## config.mk

```make
export PLATFORM = sky130hd
export DESIGN_NAME = bcl_boot_config_loader
export DESIGN_NICKNAME = d
export VERILOG_FILES = /design/src/bcl_pkg.sv /design/src/bcl_boot_config_loader.sv
export SDC_FILE = /design/constraint.sdc
export NUM_CORES = 1
export LEC_CHECK = 0
export ABC_CLOCK_PERIOD_IN_PS = 12300
export BUFFER_PORTS_ARGS = -buffer_cell sky130_fd_sc_hd__buf_4
export CELL_PAD_IN_SITES_DETAIL_PLACEMENT = 2
export CELL_PAD_IN_SITES_GLOBAL_PLACEMENT = 2
export CORE_ASPECT_RATIO = 1.2
export CORE_MARGIN = 2
export CORE_UTILIZATION = 30
export DETAILED_ROUTE_END_ITERATION = 7
export GPL_TIMING_DRIVEN = 0
export HOLD_SLACK_MARGIN = 0.12
export PLACE_DENSITY_LB_ADDON = 0.1
export SLEW_MARGIN = 20
export SYNTH_ARGS = -nofsm -noshare
export SYNTH_HDL_FRONTEND = slang
export SYNTH_SLANG_ARGS = --single-unit
```

## constraint.sdc

```tcl
create_clock -name ref_clk -period 12.3 [get_ports ref_clk]
set_input_delay 0.615 -clock ref_clk [delete_from_list [all_inputs] [get_ports ref_clk]]
set_output_delay 0.615 -clock ref_clk [all_outputs]
set_load 0.1 [all_outputs]
```

## src/bcl_pkg.sv

```systemverilog
// Purpose: Shared constants and types of the boot configuration loader
// Assumes: Byte wide flash reads, 16-bit register bus
// Notes:   Register offsets are byte addresses on the local port

// ********************************************************
// Package
// ********************************************************
package bcl_pkg;
  localparam int          AW          = 17;
  localparam logic [16:0] CFG_BASE    = 17'h00004;
  localparam logic [16:0] CFG_COUNT   = 17'h0001C;
  localparam logic [16:0] HDR_COUNT   = 17'h00008;
  localparam logic [1:0]  STRAP_WAIT  = 2'h2;
  localparam logic [4:0]  OFS_SIG0    = 5'h04;
  localparam logic [4:0]  OFS_SIG1    = 5'h05;
  localparam logic [4:0]  OFS_SIG2    = 5'h06;
  localparam logic [4:0]  OFS_SIG3    = 5'h07;
  localparam logic [4:0]  OFS_LEN     = 5'h08;
  localparam logic [4:0]  OFS_PAGE    = 5'h0A;
  localparam logic [4:0]  OFS_HPTR    = 5'h0C;
  localparam logic [4:0]  OFS_MODULE_CONFIG_REG    = 5'h0E;
  localparam logic [4:0]  OFS_BUSIF   = 5'h10;
  localparam logic [4:0]  OFS_IOZ     = 5'h12;
  localparam logic [4:0]  OFS_SZ0     = 5'h14;
  localparam logic [4:0]  OFS_BZ      = 5'h16;
  localparam logic [4:0]  OFS_PE      = 5'h18;
  localparam logic [7:0]  CFG_SIG0    = 8'hE3;
  localparam logic [7:0]  CFG_SIG1    = 8'h8E;
  localparam logic [7:0]  CFG_SIG2    = 8'h1C;
  localparam logic [7:0]  CFG_SIG3    = 8'h71;
  localparam logic [7:0]  CFG_LEN     = 8'h16;
  localparam logic [7:0]  HDR_SIG0    = 8'h33;
  localparam logic [7:0]  HDR_SIG1    = 8'hCC;
  localparam logic [7:0]  SIZE_BAD    = 8'hFF;
  localparam logic [15:0] LABEL_NONE  = 16'hFFFF;
  localparam logic [15:0] MODULE_CONFIG_REG_MASK   = 16'h0007;
  localparam int          MODULE_CONFIG_REG_BUS16  = 3;
  localparam int          ZONE_BW     = 7;
  localparam logic [15:0] CFG_RST     = 16'h0000;
  localparam logic [15:0] RAM_VAR_LO  = 16'hF000;
  localparam logic [15:0] RAM_TBL_LO  = 16'hF010;
  localparam logic [15:0] RAM_USER_LO = 16'hF070;
  localparam logic [15:0] RAM_STK_LO  = 16'hF3C0;
  localparam logic [7:0]  CMD_LOAD    = 8'h90;
  localparam logic [7:0]  CMD_STAT    = 8'h92;
  localparam logic [7:0]  CMD_TEST    = 8'hAA;
  localparam logic [7:0]  RSP_ACK     = 8'hFA;
  localparam logic [7:0]  RSP_ERR     = 8'hFF;
  localparam logic [7:0]  REG_STATUS  = 8'h00;
  localparam logic [7:0]  REG_MODULE_CONFIG_REG    = 8'h04;
  localparam logic [7:0]  REG_BUSIF   = 8'h08;
  localparam logic [7:0]  REG_IOZ     = 8'h0C;
  localparam logic [7:0]  REG_SZ0     = 8'h10;
  localparam logic [7:0]  REG_BZ      = 8'h14;
  localparam logic [7:0]  REG_PE      = 8'h18;
  localparam logic [7:0]  REG_PAGE    = 8'h1C;
  localparam logic [7:0]  REG_CTRL    = 8'h20;
  localparam logic [7:0]  REG_HCMD    = 8'h24;
  localparam logic [7:0]  REG_HRSP    = 8'h28;

  typedef enum logic [3:0] {
    ST_STRAP   = 4'h0,
    ST_CFG     = 4'h1,
    ST_CFG_CHK = 4'h2,
    ST_LOAD    = 4'h3,
    ST_HDR     = 4'h4,
    ST_HDR_CHK = 4'h5,
    ST_SUM     = 4'h6,
    ST_SUM_CHK = 4'h7,
    ST_CRISIS  = 4'h8,
    ST_BOOT    = 4'h9,
    ST_FAIL    = 4'hA
  } bcl_state_type;

  typedef enum logic [1:0] {
    C_IDLE = 2'h0,
    C_ARG  = 2'h1,
    C_DATA = 2'h2
  } bcl_cmd_type;

  typedef struct packed {
    logic       valid;
    logic [7:0] data;
  } bcl_mem_rsp_type;

  typedef struct packed {
    logic        we;
    logic [15:0] addr;
    logic [7:0]  data;
  } bcl_ram_wr_type;
endpackage

```

## src/bcl_boot_config_loader.sv

```systemverilog
// Purpose: Hardware boot sequencer: config block, header, checksum
// Assumes: Flash answers each read at least one cycle after request
// Notes:   Recovery command service runs only after a failed boot
//
// How it works
// - Strap sampled, merged with config block
// - Config block fetched from 0004h-001Fh
// - Bytes 4,5 must be E3h, 8Eh
// - Bytes 6,7 must be 1Ch, 71h
// - Byte 8 length must be 22
// - Page at 10, header pointer at 12
// - Module config copies three bits only
// - Bus, io zone, port E loaded
// - Static zone width from strap pin
// - Boot zone width forced 16-bit
// - Every entry is a 16-bit slot
// - No checksum over config block
// - Header signature 33h then CCh
// - Size zero or FFh rejected
// - Size counts 256-byte units
// - Header plus code must sum zero
// - Label FFFFh skips integrity routine
// - Code label shifted left gives address
// - Strap 0 means 8-bit, 1 16-bit
// - Indicator high on success, low failing
// - Recovery commands accepted when boot fails
// - Loader RAM areas protected from loads
// - Bad config signature enters failure loop
// - Load RAM takes range, answers FAh/FFh
// - Self test answered with FFh
`timescale 1ns/100ps

module bcl_boot_config_loader (
  input  wire logic                     ref_clk,
  input  wire logic                     sys_rst,
  input  wire logic [7:0]               bus_addr,
  input  wire logic [15:0]              bus_wdata,
  input  wire logic                     bus_wr,
  input  wire logic                     bus_rd,
  output logic      [15:0]              bus_rdata,
  output logic                          mem_rd_req,
  output logic      [16:0]              mem_rd_addr,
  input  wire bcl_pkg::bcl_mem_rsp_type mem_rsp,
  input  wire logic                     bus_width_strap_pin,
  output logic                          boot_ok_indicator_pin,
  output logic                          crisis_req,
  output logic      [16:0]              crisis_addr,
  input  wire logic                     crisis_done,
  input  wire logic                     crisis_zero,
  output logic      [16:0]              fw_entry_addr,
  output logic                          fw_start,
  output bcl_pkg::bcl_ram_wr_type       ram_wr
);

  // ********************************************************
  // State and storage
  // ********************************************************
  bcl_pkg::bcl_state_type st_r;
  bcl_pkg::bcl_state_type st_nxt;
  bcl_pkg::bcl_cmd_type   cst_r;
  logic [7:0]             cfg_mem [0:31];
  logic [63:0]            hdr_r;
  logic [16:0]            rd_addr_r;
  logic [16:0]            cnt_r;
  logic                   pend_r;
  logic [7:0]             sum_r;
  logic                   strap_s1_r;
  logic                   strap_s2_r;
  logic                   bus16_r;
  logic [1:0]             wait_r;
  logic [15:0]            module_config_reg_r;
  logic [15:0]            busif_r;
  logic [15:0]            ioz_r;
  logic [15:0]            sz0_r;
  logic [15:0]            bz_r;
  logic [15:0]            pe_r;
  logic [15:0]            page_r;
  logic                   fail_cfg_r;
  logic                   fail_fw_r;
  logic                   fail_crisis_r;
  logic                   boot_ok_r;
  logic                   fw_start_r;
  logic [16:0]            entry_r;
  logic [16:0]            crisis_addr_r;
  logic [15:0]            rdata_r;
  logic [31:0]            arg_r;
  logic [1:0]             acnt_r;
  logic [15:0]            dcnt_r;
  logic [15:0]            ram_ptr_r;
  logic                   ok_r;
  logic [7:0]             resp_r;
  logic                   resp_v_r;
  bcl_pkg::bcl_ram_wr_type ram_wr_r;

  // ********************************************************
  // Decode
  // ********************************************************
  wire fetching = (st_r == bcl_pkg::ST_CFG) ||
                  (st_r == bcl_pkg::ST_HDR) ||
                  (st_r == bcl_pkg::ST_SUM);
  wire take     = mem_rsp.valid && pend_r;
  wire last     = take && (cnt_r == 17'h00001);
  wire strap_go = (st_r == bcl_pkg::ST_STRAP) &&
                  (wait_r == bcl_pkg::STRAP_WAIT);

  // Each entry is a low/high byte pair in its own slot
  wire [15:0] w_module_config_reg  = {cfg_mem[bcl_pkg::OFS_MODULE_CONFIG_REG + 5'h01],
                         cfg_mem[bcl_pkg::OFS_MODULE_CONFIG_REG]};
  wire [15:0] w_busif = {cfg_mem[bcl_pkg::OFS_BUSIF + 5'h01],
                         cfg_mem[bcl_pkg::OFS_BUSIF]};
  wire [15:0] w_ioz   = {cfg_mem[bcl_pkg::OFS_IOZ + 5'h01],
                         cfg_mem[bcl_pkg::OFS_IOZ]};
  wire [15:0] w_sz0   = {cfg_mem[bcl_pkg::OFS_SZ0 + 5'h01],
                         cfg_mem[bcl_pkg::OFS_SZ0]};
  wire [15:0] w_bz    = {cfg_mem[bcl_pkg::OFS_BZ + 5'h01],
                         cfg_mem[bcl_pkg::OFS_BZ]};
  wire [15:0] w_pe    = {cfg_mem[bcl_pkg::OFS_PE + 5'h01],
                         cfg_mem[bcl_pkg::OFS_PE]};
  wire [15:0] w_page  = {cfg_mem[bcl_pkg::OFS_PAGE + 5'h01],
                         cfg_mem[bcl_pkg::OFS_PAGE]};
  wire [15:0] w_hptr  = {cfg_mem[bcl_pkg::OFS_HPTR + 5'h01],
                         cfg_mem[bcl_pkg::OFS_HPTR]};

  wire cfg_ok =
    (cfg_mem[bcl_pkg::OFS_SIG0] == bcl_pkg::CFG_SIG0) &&
    (cfg_mem[bcl_pkg::OFS_SIG1] == bcl_pkg::CFG_SIG1) &&
    (cfg_mem[bcl_pkg::OFS_SIG2] == bcl_pkg::CFG_SIG2) &&
    (cfg_mem[bcl_pkg::OFS_SIG3] == bcl_pkg::CFG_SIG3) &&
    (cfg_mem[bcl_pkg::OFS_LEN] == bcl_pkg::CFG_LEN);

  // Header bytes shift in from the bottom; byte 0 ends on top
  wire [7:0]  h_sig0  = hdr_r[63:56];
  wire [7:0]  h_sig1  = hdr_r[55:48];
  wire [7:0]  h_size  = hdr_r[47:40];
  wire [15:0] h_label = {hdr_r[23:16], hdr_r[31:24]};
  wire [15:0] h_entry = {hdr_r[7:0], hdr_r[15:8]};
  wire size_bad = (h_size == 8'h00) ||
                  (h_size == bcl_pkg::SIZE_BAD);
  wire hdr_ok   = (h_sig0 == bcl_pkg::HDR_SIG0) &&
                  (h_sig1 == bcl_pkg::HDR_SIG1) &&
                  !size_bad;
  wire no_label = (h_label == bcl_pkg::LABEL_NONE);

  wire bwr_ctrl  = bus_wr && (bus_addr == bcl_pkg::REG_CTRL);
  wire restart   = bwr_ctrl && bus_wdata[0] &&
                   (st_r == bcl_pkg::ST_FAIL);
  // Host port bytes count only while the failure loop runs
  wire hwr       = bus_wr && (bus_addr == bcl_pkg::REG_HCMD) &&
                   (st_r == bcl_pkg::ST_FAIL);
  wire [7:0] hb  = bus_wdata[7:0];
  wire rsp_rd    = bus_rd && (bus_addr == bcl_pkg::REG_HRSP);

  // ********************************************************
  // Boot sequence
  // ********************************************************
  always_comb begin
    st_nxt = st_r;
    case (st_r)
      bcl_pkg::ST_STRAP:
        if (strap_go) st_nxt = bcl_pkg::ST_CFG;
      bcl_pkg::ST_CFG:
        if (last) st_nxt = bcl_pkg::ST_CFG_CHK;
      bcl_pkg::ST_CFG_CHK:
        st_nxt = cfg_ok ? bcl_pkg::ST_LOAD : bcl_pkg::ST_FAIL;
      bcl_pkg::ST_LOAD:
        st_nxt = bcl_pkg::ST_HDR;
      bcl_pkg::ST_HDR:
        if (last) st_nxt = bcl_pkg::ST_HDR_CHK;
      bcl_pkg::ST_HDR_CHK:
        st_nxt = hdr_ok ? bcl_pkg::ST_SUM : bcl_pkg::ST_FAIL;
      bcl_pkg::ST_SUM:
        if (last) st_nxt = bcl_pkg::ST_SUM_CHK;
      bcl_pkg::ST_SUM_CHK: begin
        if (sum_r != 8'h00) st_nxt = bcl_pkg::ST_FAIL;
        else if (no_label) st_nxt = bcl_pkg::ST_BOOT;
        else st_nxt = bcl_pkg::ST_CRISIS;
      end
      bcl_pkg::ST_CRISIS:
        if (crisis_done)
          st_nxt = crisis_zero ? bcl_pkg::ST_BOOT
                               : bcl_pkg::ST_FAIL;
      bcl_pkg::ST_BOOT:
        st_nxt = bcl_pkg::ST_BOOT;
      bcl_pkg::ST_FAIL:
        if (restart) st_nxt = bcl_pkg::ST_STRAP;
      default:
        st_nxt = bcl_pkg::ST_FAIL;
    endcase
  end

  always_ff @(posedge ref_clk or posedge sys_rst) begin
    if (sys_rst) begin
      st_r       <= bcl_pkg::ST_STRAP;
      strap_s1_r <= 1'b0;
      strap_s2_r <= 1'b0;
      wait_r     <= 2'h0;
      bus16_r    <= 1'b0;
    end else begin
      st_r       <= st_nxt;
      strap_s1_r <= bus_width_strap_pin;
      strap_s2_r <= strap_s1_r;
      if (st_r != bcl_pkg::ST_STRAP) wait_r <= 2'h0;
      else if (!strap_go) wait_r <= wait_r + 2'h1;
      // Caught once the synchroniser holds a settled level
      if (strap_go) bus16_r <= strap_s2_r;
    end
  end

  // ********************************************************
  // Flash fetch and checksum
  // ********************************************************
  assign mem_rd_req  = fetching && !pend_r;
  assign mem_rd_addr = rd_addr_r;

  always_ff @(posedge ref_clk or posedge sys_rst) begin
    if (sys_rst) begin
      pend_r    <= 1'b0;
      rd_addr_r <= 17'h00000;
      cnt_r     <= 17'h00000;
      sum_r     <= 8'h00;
      hdr_r     <= 64'h0;
    end else begin
      if (mem_rd_req) pend_r <= 1'b1;
      else if (take) pend_r <= 1'b0;
      if (strap_go) begin
        rd_addr_r <= bcl_pkg::CFG_BASE;
        cnt_r     <= bcl_pkg::CFG_COUNT;
      end else if (st_r == bcl_pkg::ST_LOAD) begin
        rd_addr_r <= {1'b0, w_hptr};
        cnt_r     <= bcl_pkg::HDR_COUNT;
        sum_r     <= 8'h00;
      end else if (st_r == bcl_pkg::ST_HDR_CHK) begin
        cnt_r     <= {1'b0, h_size, 8'h00};
      end else if (take) begin
        rd_addr_r <= rd_addr_r + 17'h00001;
        cnt_r     <= cnt_r - 17'h00001;
        // Config bytes never reach the sum
        if (st_r != bcl_pkg::ST_CFG)
          sum_r <= sum_r + mem_rsp.data;
        if (st_r == bcl_pkg::ST_HDR)
          hdr_r <= {hdr_r[55:0], mem_rsp.data};
      end
    end
  end

  // Plain storage, read only after a full fetch
  always_ff @(posedge ref_clk) begin
    if (take && (st_r == bcl_pkg::ST_CFG))
      cfg_mem[rd_addr_r[4:0]] <= mem_rsp.data;
  end

  // ********************************************************
  // Configuration registers and outcome
  // ********************************************************
  always_ff @(posedge ref_clk or posedge sys_rst) begin
    if (sys_rst) begin
      module_config_reg_r        <= bcl_pkg::CFG_RST;
      busif_r       <= bcl_pkg::CFG_RST;
      ioz_r         <= bcl_pkg::CFG_RST;
      sz0_r         <= bcl_pkg::CFG_RST;
      bz_r          <= bcl_pkg::CFG_RST;
      pe_r          <= bcl_pkg::CFG_RST;
      page_r        <= bcl_pkg::CFG_RST;
      entry_r       <= 17'h00000;
      crisis_addr_r <= 17'h00000;
    end else if (st_r == bcl_pkg::ST_LOAD) begin
      module_config_reg_r  <= (w_module_config_reg & bcl_pkg::MODULE_CONFIG_REG_MASK) |
                 ({15'h0000, bus16_r} << bcl_pkg::MODULE_CONFIG_REG_BUS16);
      busif_r <= w_busif;
      ioz_r   <= w_ioz;
      pe_r    <= w_pe;
      page_r  <= w_page;
      sz0_r   <= w_sz0;
      sz0_r[bcl_pkg::ZONE_BW] <= bus16_r;
      bz_r    <= w_bz;
      bz_r[bcl_pkg::ZONE_BW]  <= 1'b1;
    end else if (st_r == bcl_pkg::ST_HDR_CHK) begin
      entry_r       <= {h_entry, 1'b0};
      crisis_addr_r <= {h_label, 1'b0};
    end
  end

  always_ff @(posedge ref_clk or posedge sys_rst) begin
    if (sys_rst) begin
      fail_cfg_r    <= 1'b0;
      fail_fw_r     <= 1'b0;
      fail_crisis_r <= 1'b0;
      boot_ok_r     <= 1'b0;
      fw_start_r    <= 1'b0;
    end else begin
      boot_ok_r  <= (st_nxt == bcl_pkg::ST_BOOT);
      fw_start_r <= (st_nxt == bcl_pkg::ST_BOOT) &&
                    (st_r != bcl_pkg::ST_BOOT);
      if (restart) begin
        fail_cfg_r    <= 1'b0;
        fail_fw_r     <= 1'b0;
        fail_crisis_r <= 1'b0;
      end else if ((st_nxt == bcl_pkg::ST_FAIL) &&
                   (st_r != bcl_pkg::ST_FAIL)) begin
        fail_cfg_r    <= (st_r == bcl_pkg::ST_CFG_CHK);
        fail_fw_r     <= (st_r == bcl_pkg::ST_HDR_CHK) ||
                         (st_r == bcl_pkg::ST_SUM_CHK);
        fail_crisis_r <= (st_r == bcl_pkg::ST_CRISIS);
      end
    end
  end

  assign boot_ok_indicator_pin = boot_ok_r;
  assign fw_start      = fw_start_r;
  assign fw_entry_addr = entry_r;
  assign crisis_req    = (st_r == bcl_pkg::ST_CRISIS);
  assign crisis_addr   = crisis_addr_r;

  // ********************************************************
  // Recovery command service
  // ********************************************************
  wire [31:0] arg_nxt = {hb, arg_r[31:8]};
  wire [16:0] r_end   = {1'b0, arg_nxt[15:0]} +
                        {1'b0, arg_nxt[31:16]};
  // Variables, dispatch table and stacks stay out of reach
  wire perm = (arg_nxt[15:0] >= bcl_pkg::RAM_USER_LO) &&
              (r_end <= {1'b0, bcl_pkg::RAM_STK_LO});
  wire args_done = hwr && (cst_r == bcl_pkg::C_ARG) &&
                   (acnt_r == 2'h3);
  wire data_last = hwr && (cst_r == bcl_pkg::C_DATA) &&
                   (dcnt_r == 16'h0001);
  wire idle_cmd  = hwr && (cst_r == bcl_pkg::C_IDLE);
  wire [7:0] stat_b = {5'h00, fail_crisis_r, fail_fw_r, fail_cfg_r};

  wire rep_go = (idle_cmd && ((hb == bcl_pkg::CMD_TEST) ||
                              (hb == bcl_pkg::CMD_STAT))) ||
                (args_done && (arg_nxt[31:16] == 16'h0000)) ||
                data_last;
  wire rep_ok = args_done ? perm : ok_r;
  wire [7:0] rep_val =
    !idle_cmd ? (rep_ok ? bcl_pkg::RSP_ACK : bcl_pkg::RSP_ERR) :
    (hb == bcl_pkg::CMD_STAT) ? stat_b :
    bcl_pkg::RSP_ERR;

  always_ff @(posedge ref_clk or posedge sys_rst) begin
    if (sys_rst) begin
      cst_r     <= bcl_pkg::C_IDLE;
      arg_r     <= 32'h0;
      acnt_r    <= 2'h0;
      dcnt_r    <= 16'h0000;
      ram_ptr_r <= 16'h0000;
      ok_r      <= 1'b0;
      ram_wr_r  <= '0;
    end else begin
      ram_wr_r.we <= 1'b0;
      if (st_r != bcl_pkg::ST_FAIL) cst_r <= bcl_pkg::C_IDLE;
      else if (hwr) begin
        case (cst_r)
          bcl_pkg::C_IDLE:
            if (hb == bcl_pkg::CMD_LOAD) begin
              cst_r  <= bcl_pkg::C_ARG;
              acnt_r <= 2'h0;
            end
          bcl_pkg::C_ARG: begin
            arg_r  <= arg_nxt;
            acnt_r <= acnt_r + 2'h1;
            if (args_done) begin
              ok_r      <= perm;
              ram_ptr_r <= arg_nxt[15:0];
              dcnt_r    <= arg_nxt[31:16];
              cst_r     <= (arg_nxt[31:16] == 16'h0000) ?
                           bcl_pkg::C_IDLE : bcl_pkg::C_DATA;
            end
          end
          bcl_pkg::C_DATA: begin
            // Refused data is drained but not written
            ram_wr_r.we   <= ok_r;
            ram_wr_r.addr <= ram_ptr_r;
            ram_wr_r.data <= hb;
            ram_ptr_r     <= ram_ptr_r + 16'h0001;
            dcnt_r        <= dcnt_r - 16'h0001;
            if (data_last) cst_r <= bcl_pkg::C_IDLE;
          end
          default:
            cst_r <= bcl_pkg::C_IDLE;
        endcase
      end
    end
  end

  always_ff @(posedge ref_clk or posedge sys_rst) begin
    if (sys_rst) begin
      resp_r   <= 8'h00;
      resp_v_r <= 1'b0;
    end else if (rep_go && (st_r == bcl_pkg::ST_FAIL)) begin
      resp_r   <= rep_val;
      resp_v_r <= 1'b1;
    end else if (rsp_rd) begin
      resp_v_r <= 1'b0;
    end
  end

  assign ram_wr = ram_wr_r;

  // ********************************************************
  // Register port
  // ********************************************************
  wire [15:0] rd_status = {7'h00, st_r, fail_crisis_r, fail_fw_r,
                           fail_cfg_r, bus16_r, boot_ok_r};
  wire [15:0] rd_mux =
    (bus_addr == bcl_pkg::REG_STATUS) ? rd_status :
    (bus_addr == bcl_pkg::REG_MODULE_CONFIG_REG)   ? module_config_reg_r :
    (bus_addr == bcl_pkg::REG_BUSIF)  ? busif_r :
    (bus_addr == bcl_pkg::REG_IOZ)    ? ioz_r :
    (bus_addr == bcl_pkg::REG_SZ0)    ? sz0_r :
    (bus_addr == bcl_pkg::REG_BZ)     ? bz_r :
    (bus_addr == bcl_pkg::REG_PE)     ? pe_r :
    (bus_addr == bcl_pkg::REG_PAGE)   ? page_r :
    (bus_addr == bcl_pkg::REG_HRSP)   ? {7'h00, resp_v_r, resp_r} :
    16'h0000;

  always_ff @(posedge ref_clk or posedge sys_rst) begin
    if (sys_rst) rdata_r <= 16'h0000;
    else rdata_r <= bus_rd ? rd_mux : 16'h0000;
  end

  assign bus_rdata = rdata_r;
endmodule

```

After elaboration in Yosys (flattened, before gate mapping)
Memories as Yosys holds them, arrays and structs flattened. A register that Yosys moved wholly into a read port is not among the register bits.
Index checks and enable logic that the tools add are counted.
Storage, ports and cells
  flip-flop bits (word level): 320
  bits in writable memories: 256
  output and inout bits: 96
  word-level logic and storage cells: 230
  memories: 1
Operators by class
  add/sub/neg operators: 8
  order comparisons: 2
  equal/unequal tests: 51
  mux-type cells: 68
  bitwise gates (word level): 5
  reductions and logical operators: 63
Memories
  cfg_mem: depth 32, width 8, read ports 20, clocked after memory_dff 12, wr ports 1, RTL line bcl_boot_config_loader.sv:61  | logic [7:0] cfg_mem [0:31];
Operator list (number)
  16-bit 2-to-1 mux: 11
  17-bit 2-to-1 mux: 8
  25-bit 2-to-1 mux: 3
  16-bit one-hot mux with 2 select lines: 2
  8-bit == test (second input constant): 7
  8-bit by 5-bit == test with 1-bit output (second input constant): 6
  8-bit 2-to-1 mux: 6
  4-bit one-hot mux with 11 select lines: 1
  8-bit by 6-bit == test with 1-bit output (second input constant): 4
  4-bit 2-to-1 mux: 8
  1-bit logical AND: 28
  2-bit 2-to-1 mux: 11
  4-bit == test (second input constant): 5
  16-bit by 16-bit adder with 17-bit output: 1
  17-bit by 1-bit adder with 17-bit output (second input constant): 1
  17-bit by 1-bit == test with 1-bit output (second input constant): 1
  17-bit by 16-bit less-or-equal comparator with 1-bit output (second input constant): 1
  17-bit by 1-bit subtractor with 17-bit output (second input constant): 1
  16-bit by 1-bit adder with 16-bit output (second input constant): 1
  16-bit by 1-bit == test with 1-bit output (second input constant): 1
  16-bit == test (second input constant): 1
  4-bit by 3-bit == test with 1-bit output (second input constant): 4
  8-bit by 4-bit == test with 1-bit output (second input constant): 2
  16-bit >= comparator (second input constant): 1
  other kinds (36): 82

Logic depth before layout (Yosys ltp)
An unclocked memory read counts as a cell.
  word-level depth: 12
  mapped depth: 10
  depth with buffers taken out: 10

Least setup slack after synthesis
Ideal clock, no wire load.
  path type: flip-flop to output port
  start point: register st_r[0]
  end point: output port mem_rd_req
  data arrival time: 2.990 ns
  required time: 11.685 ns
  setup slack: 8.695 ns
  cell stages (with the launch flop): 6
  buffers on the path: 2
  cells stage by stage: dfrtp_1 clkbuf_1 clkbuf_1 nor2_1 nor2_1 nor3_1
On the way
  word-level cells in the longest chain between the ends: 4
  elaborated cells on any way between the ends: 6
RTL lines
  start, declared: RTL line bcl_boot_config_loader.sv:58  | bcl_pkg::bcl_state_type st_r;
  start signal, assigned: RTL line bcl_boot_config_loader.sv:193  | st_r <= bcl_pkg::ST_STRAP;
  start signal, assigned: RTL line bcl_boot_config_loader.sv:199  | st_r <= st_nxt;
  4-bit by 1-bit == test with 1-bit output or 4-bit by 3-bit == test with 1-bit output (tied branches): RTL line bcl_boot_config_loader.sv:98, bcl_boot_config_loader.sv:99
  1-bit logical OR: RTL line bcl_boot_config_loader.sv:98  | wire fetching = (st_r == bcl_pkg::ST_CFG) ||
  1-bit logical OR (*): RTL line bcl_boot_config_loader.sv:99  | (st_r == bcl_pkg::ST_HDR) ||
  1-bit logical AND (*): RTL line bcl_boot_config_loader.sv:212  | assign mem_rd_req = fetching && !pend_r;
  end, declared: RTL line bcl_boot_config_loader.sv:41  | output logic mem_rd_req,
Mark *: on every way between the ends. The rest lies on a longest branch, timed or not.

Worst setup path after layout
  start point: register st_r[0]
  end point: output port crisis_req
On the way
  word-level cells in the longest chain between the ends: 1
RTL lines
  4-bit == test: RTL line bcl_boot_config_loader.sv:311  | assign crisis_req = (st_r == bcl_pkg::ST_CRISIS);
  end, declared: RTL line bcl_boot_config_loader.sv:46  | output logic crisis_req,
No other way between the ends.

==> flow_metrics.py <==
metrics = {
    "status": {
        "outcome": "finished, final reports clean",
    },
    "power_and_ir_drop": {
        "swShare_pct": 32.45,
        "irDropWorstVdd_mv": 0.1490,
        "seqPwrFrac_pct": 44.8,
        "power_leakage_nw": 11.68,
        "p_per_area_mw_per_mm2": 183.0,
        "internal_power_mw": 3.235,
        "fin_total_pwr_mw": 4.788,
        "switching_power_mw": 1.554,
        "power.share.clock_pct": 36.4,
        "power_frac_comb_pct": 18.8,
    },
    "sta": {
        "max_slew_margin_pct": 27.01,
        "rsz0062_at_grt": "false",
        "slew_violations": 0,
        "setup_violations": 0,
        "tightest_slew_ns": 1.086,
        "period_minus_slack_ns": 3.350,
        "hold_viol": 0,
        "tns_ns": 0,
        "finalCritPeriodShare_pct": 27.24,
        "skew_ns": 0.03636,
        "fmax_mhz": 298.5,
    },
    "floorplan": {
        "chipHeight_um": 300.7,
        "ios": 136,
        "die_area_mm2": 0.07555,
        "fp.dieW_um": 251.3,
        "initial_core_util_pct": 30.39,
        "core-area_mm2": 0.07243,
        "row_count": 108,
    },
    "logic_synthesis": {
        "synthFlopType": "dfrtp_1",
        "seq_area_frac_synth_pct": 61.69,
        "synth_top_area_share_pct": 40.82,
        "syn_area_per_cell_um2": 10.88,
        "synth_top_area_cell": "dfrtp_1",
        "synth-async-reset-ratio_pct": 70.12,
        "synth_common_cells": "nand2_1, dfrtp_1, edfxtp_1, nor2_1, a21oi_1",
        "synth_edf_count": 153,
        "syn_area_mm2": 0.02201,
        "synthCells": 2023,
        "netlist_top_cells_area": "dfrtp_1, edfxtp_1, nand2_1",
        "yosysMostFrequentCell": "nand2_1",
        "yosysWarnings": 0,
        "synth_seq_cells": 512,
        "ys_types": 85,
    },
    "final_layout": {
        "syn_to_final_growth_pct": 18.86,
        "nNetsFinal": 2289,
        "drive_gt1_share_pct": 15.37,
        "fin_cells": 3192,
        "antennaDiodeCount": 0,
        "nFillCells": 7695,
    },
    "critical_path": {
        "path_max_fanout": 10,
        "cp-start-kind": "flop",
        "worstPathRequired_ns": 11.69,
        "crit_path_end_kind": "output port",
        "path_class": "reg2out",
        "crit_arrival_ns": 2.74,
    },
    "clocking": {
        "postCtsSetupRepairBufs": 0,
        "path_clk_slew_ns": 0.06,
        "cts_buffers": 56,
        "cts_tree": "built",
        "h-tree-depth": 2,
        "cts_root_buffer": "clkbuf_16",
        "cts_sinks": 512,
        "ctsLongestPathBuffers": 3,
        "clock_latency_ns": 0.63,
    },
    "route": {
        "avgViaCountPerCell": 5.105,
        "first_pass_iters": 6,
        "postRouteAntennaNets": 0,
        "wire_per_inst_um": 23.39,
        "drc": 0,
        "vias": 16296,
        "wirelength_mm": 74.66,
        "initialDrtViolationCount": 829,
    },
    "global_routing": {
        "antenna_found_initial": 1,
        "grtUsageTotal_pct": 20.17,
        "grt_max_degree": 96,
        "grt_pass1_vias": 18276,
        "grt_pass1_wl_mm": 116.6,
        "overflow": 0,
    },
    "flow_run": {
        "drv_cap": 0,
    },
    "placed_design": {
        "gp_congestion": 0.7690,
        "post-place-cells": 3088,
        "port-buffer-count": 125,
        "dp_hpwl_mm": 52.33,
    },
    "worst_hold_path": {
        "min_path_type": "in2reg",
    },
}
critical path, cell delays in order (launching register included):
cell      delay [ns]
dfrtp_1         0.36
clkbuf_1        0.25
clkbuf_1        0.40
nor3_1          0.67
buf_4           0.42
cell type report:
cell class                 instances  area (um2)  area share, %
inverter                          28       112.6         0.4305
timing repair buffer             131        1069          4.085
buffer                            90       370.4          1.416
sequential                       512       13580          51.90
multi-input combinational       1394        7980          30.51
tap                              935        1170          4.472
clock buffer                      75        1563          5.974
clock inverter                    27       317.8          1.215
per-stage QoR:
stage	area [um2]	worst slack [ns]	hold WS, ns	util [%]
5_1_grt	26160	8.831	0.2906	36.12
2_1_floorplan	22010	1.723	0.3312	-
3_3_place_gp	24120	-3.734	0.3437	33.30
3_5_place_dp	24250	8.648	0.3604	33.49
6_report	26160	8.950	0.2832	36.12
4_1_cts	26150	8.933	0.2459	36.11
kinds of logic after synthesis:
| logic type | after synthesis | synth area share [%] |
|---|---|---|
| compound gates | 313 | 9.414 |
| xor+xnor | 42 | 1.671 |
| fa+ha+maj | 36 | 2.115 |
| buf+inv | 118 | 2.160 |
| flops | 512 | 61.69 |
| mux | 96 | 4.872 |
| other cells | 1 | 0.01704 |
| simple gates | 905 | 18.06 |
power by group through the flow:
stage	sequential, mW	clock (mW)	combinational [mW]
finish	2.14	1.74	0.902
global route	2.17	1.87	0.996
CTS	2.14	1.80	0.917
detailed placement	2.17	0	0.912
global placement	2.17	0	0.875
floorplan	2.30	0	0.449
state kept, by name (all words and copies together) (netlist names), 17 cells and up, named ones only:
register     flops
cfg_mem        153
hdr_r           64
ram_wr          25
arg_r           24
cnt_r           17
mem_rd_addr     17
timing repair:
action,CTS,global route
hold buffers,2,0
resized for setup,0,0
hold endpoints to repair,38,0
worst paths after layout:
check | start | to | slack (ns) | cells after the start
max in group asynchronous | sys_rst | busif_r[10] | 10.63 | 5
setup / recovery | st_r[0] | crisis_req | 8.95 | 4
hold / removal | bus_wdata[6] | arg_r[30] | 0.28 | 3
setup reg to reg | arg_r[24] | resp_r[2] | 9.19 | 10
min in group asynchronous | sys_rst | fw_start | 0.55 | 3
hold reg to reg | strap_s1_r | strap_s2_r | 0.36 | 0
layer usage:
layer  vias up  wire length [um]  global-route usage [%]
met5         -                10                       0
met4         2              2109                   5.967
met3       108              2246                   2.723
met2       249             36750                   34.54
met1      8459             33550                   26.63
li1       7478                 -                       -
cell usage in the layout (no fill, tap or decap), drive strengths merged, types with 7 or more instances in the layout:
cell | netlist | routed
a31oi | 10 | 10
buf | 19 | 148
clkinv | 1 | 16
a21oi | 94 | 94
and3 | 14 | 14
nand4 | 26 | 26
mux2i | 7 | 7
nor2b | 8 | 8
a21o | 14 | 14
dfrtp | 359 | 359
edfxtp | 153 | 153
nand3 | 36 | 36
nand2b | 15 | 15
o21ai | 68 | 68
xnor2 | 16 | 16
clkbuf | 71 | 146
ha | 34 | 34
a222oi | 19 | 19
nor4 | 21 | 21
a211oi | 25 | 25
a22oi | 17 | 17
nor2 | 133 | 133
inv | 27 | 30
xor2 | 26 | 26
mux2 | 89 | 89
nor3 | 34 | 34
nand2 | 570 | 570
o22ai | 16 | 16
No activity file was read; power rests on OpenSTA's default activity.
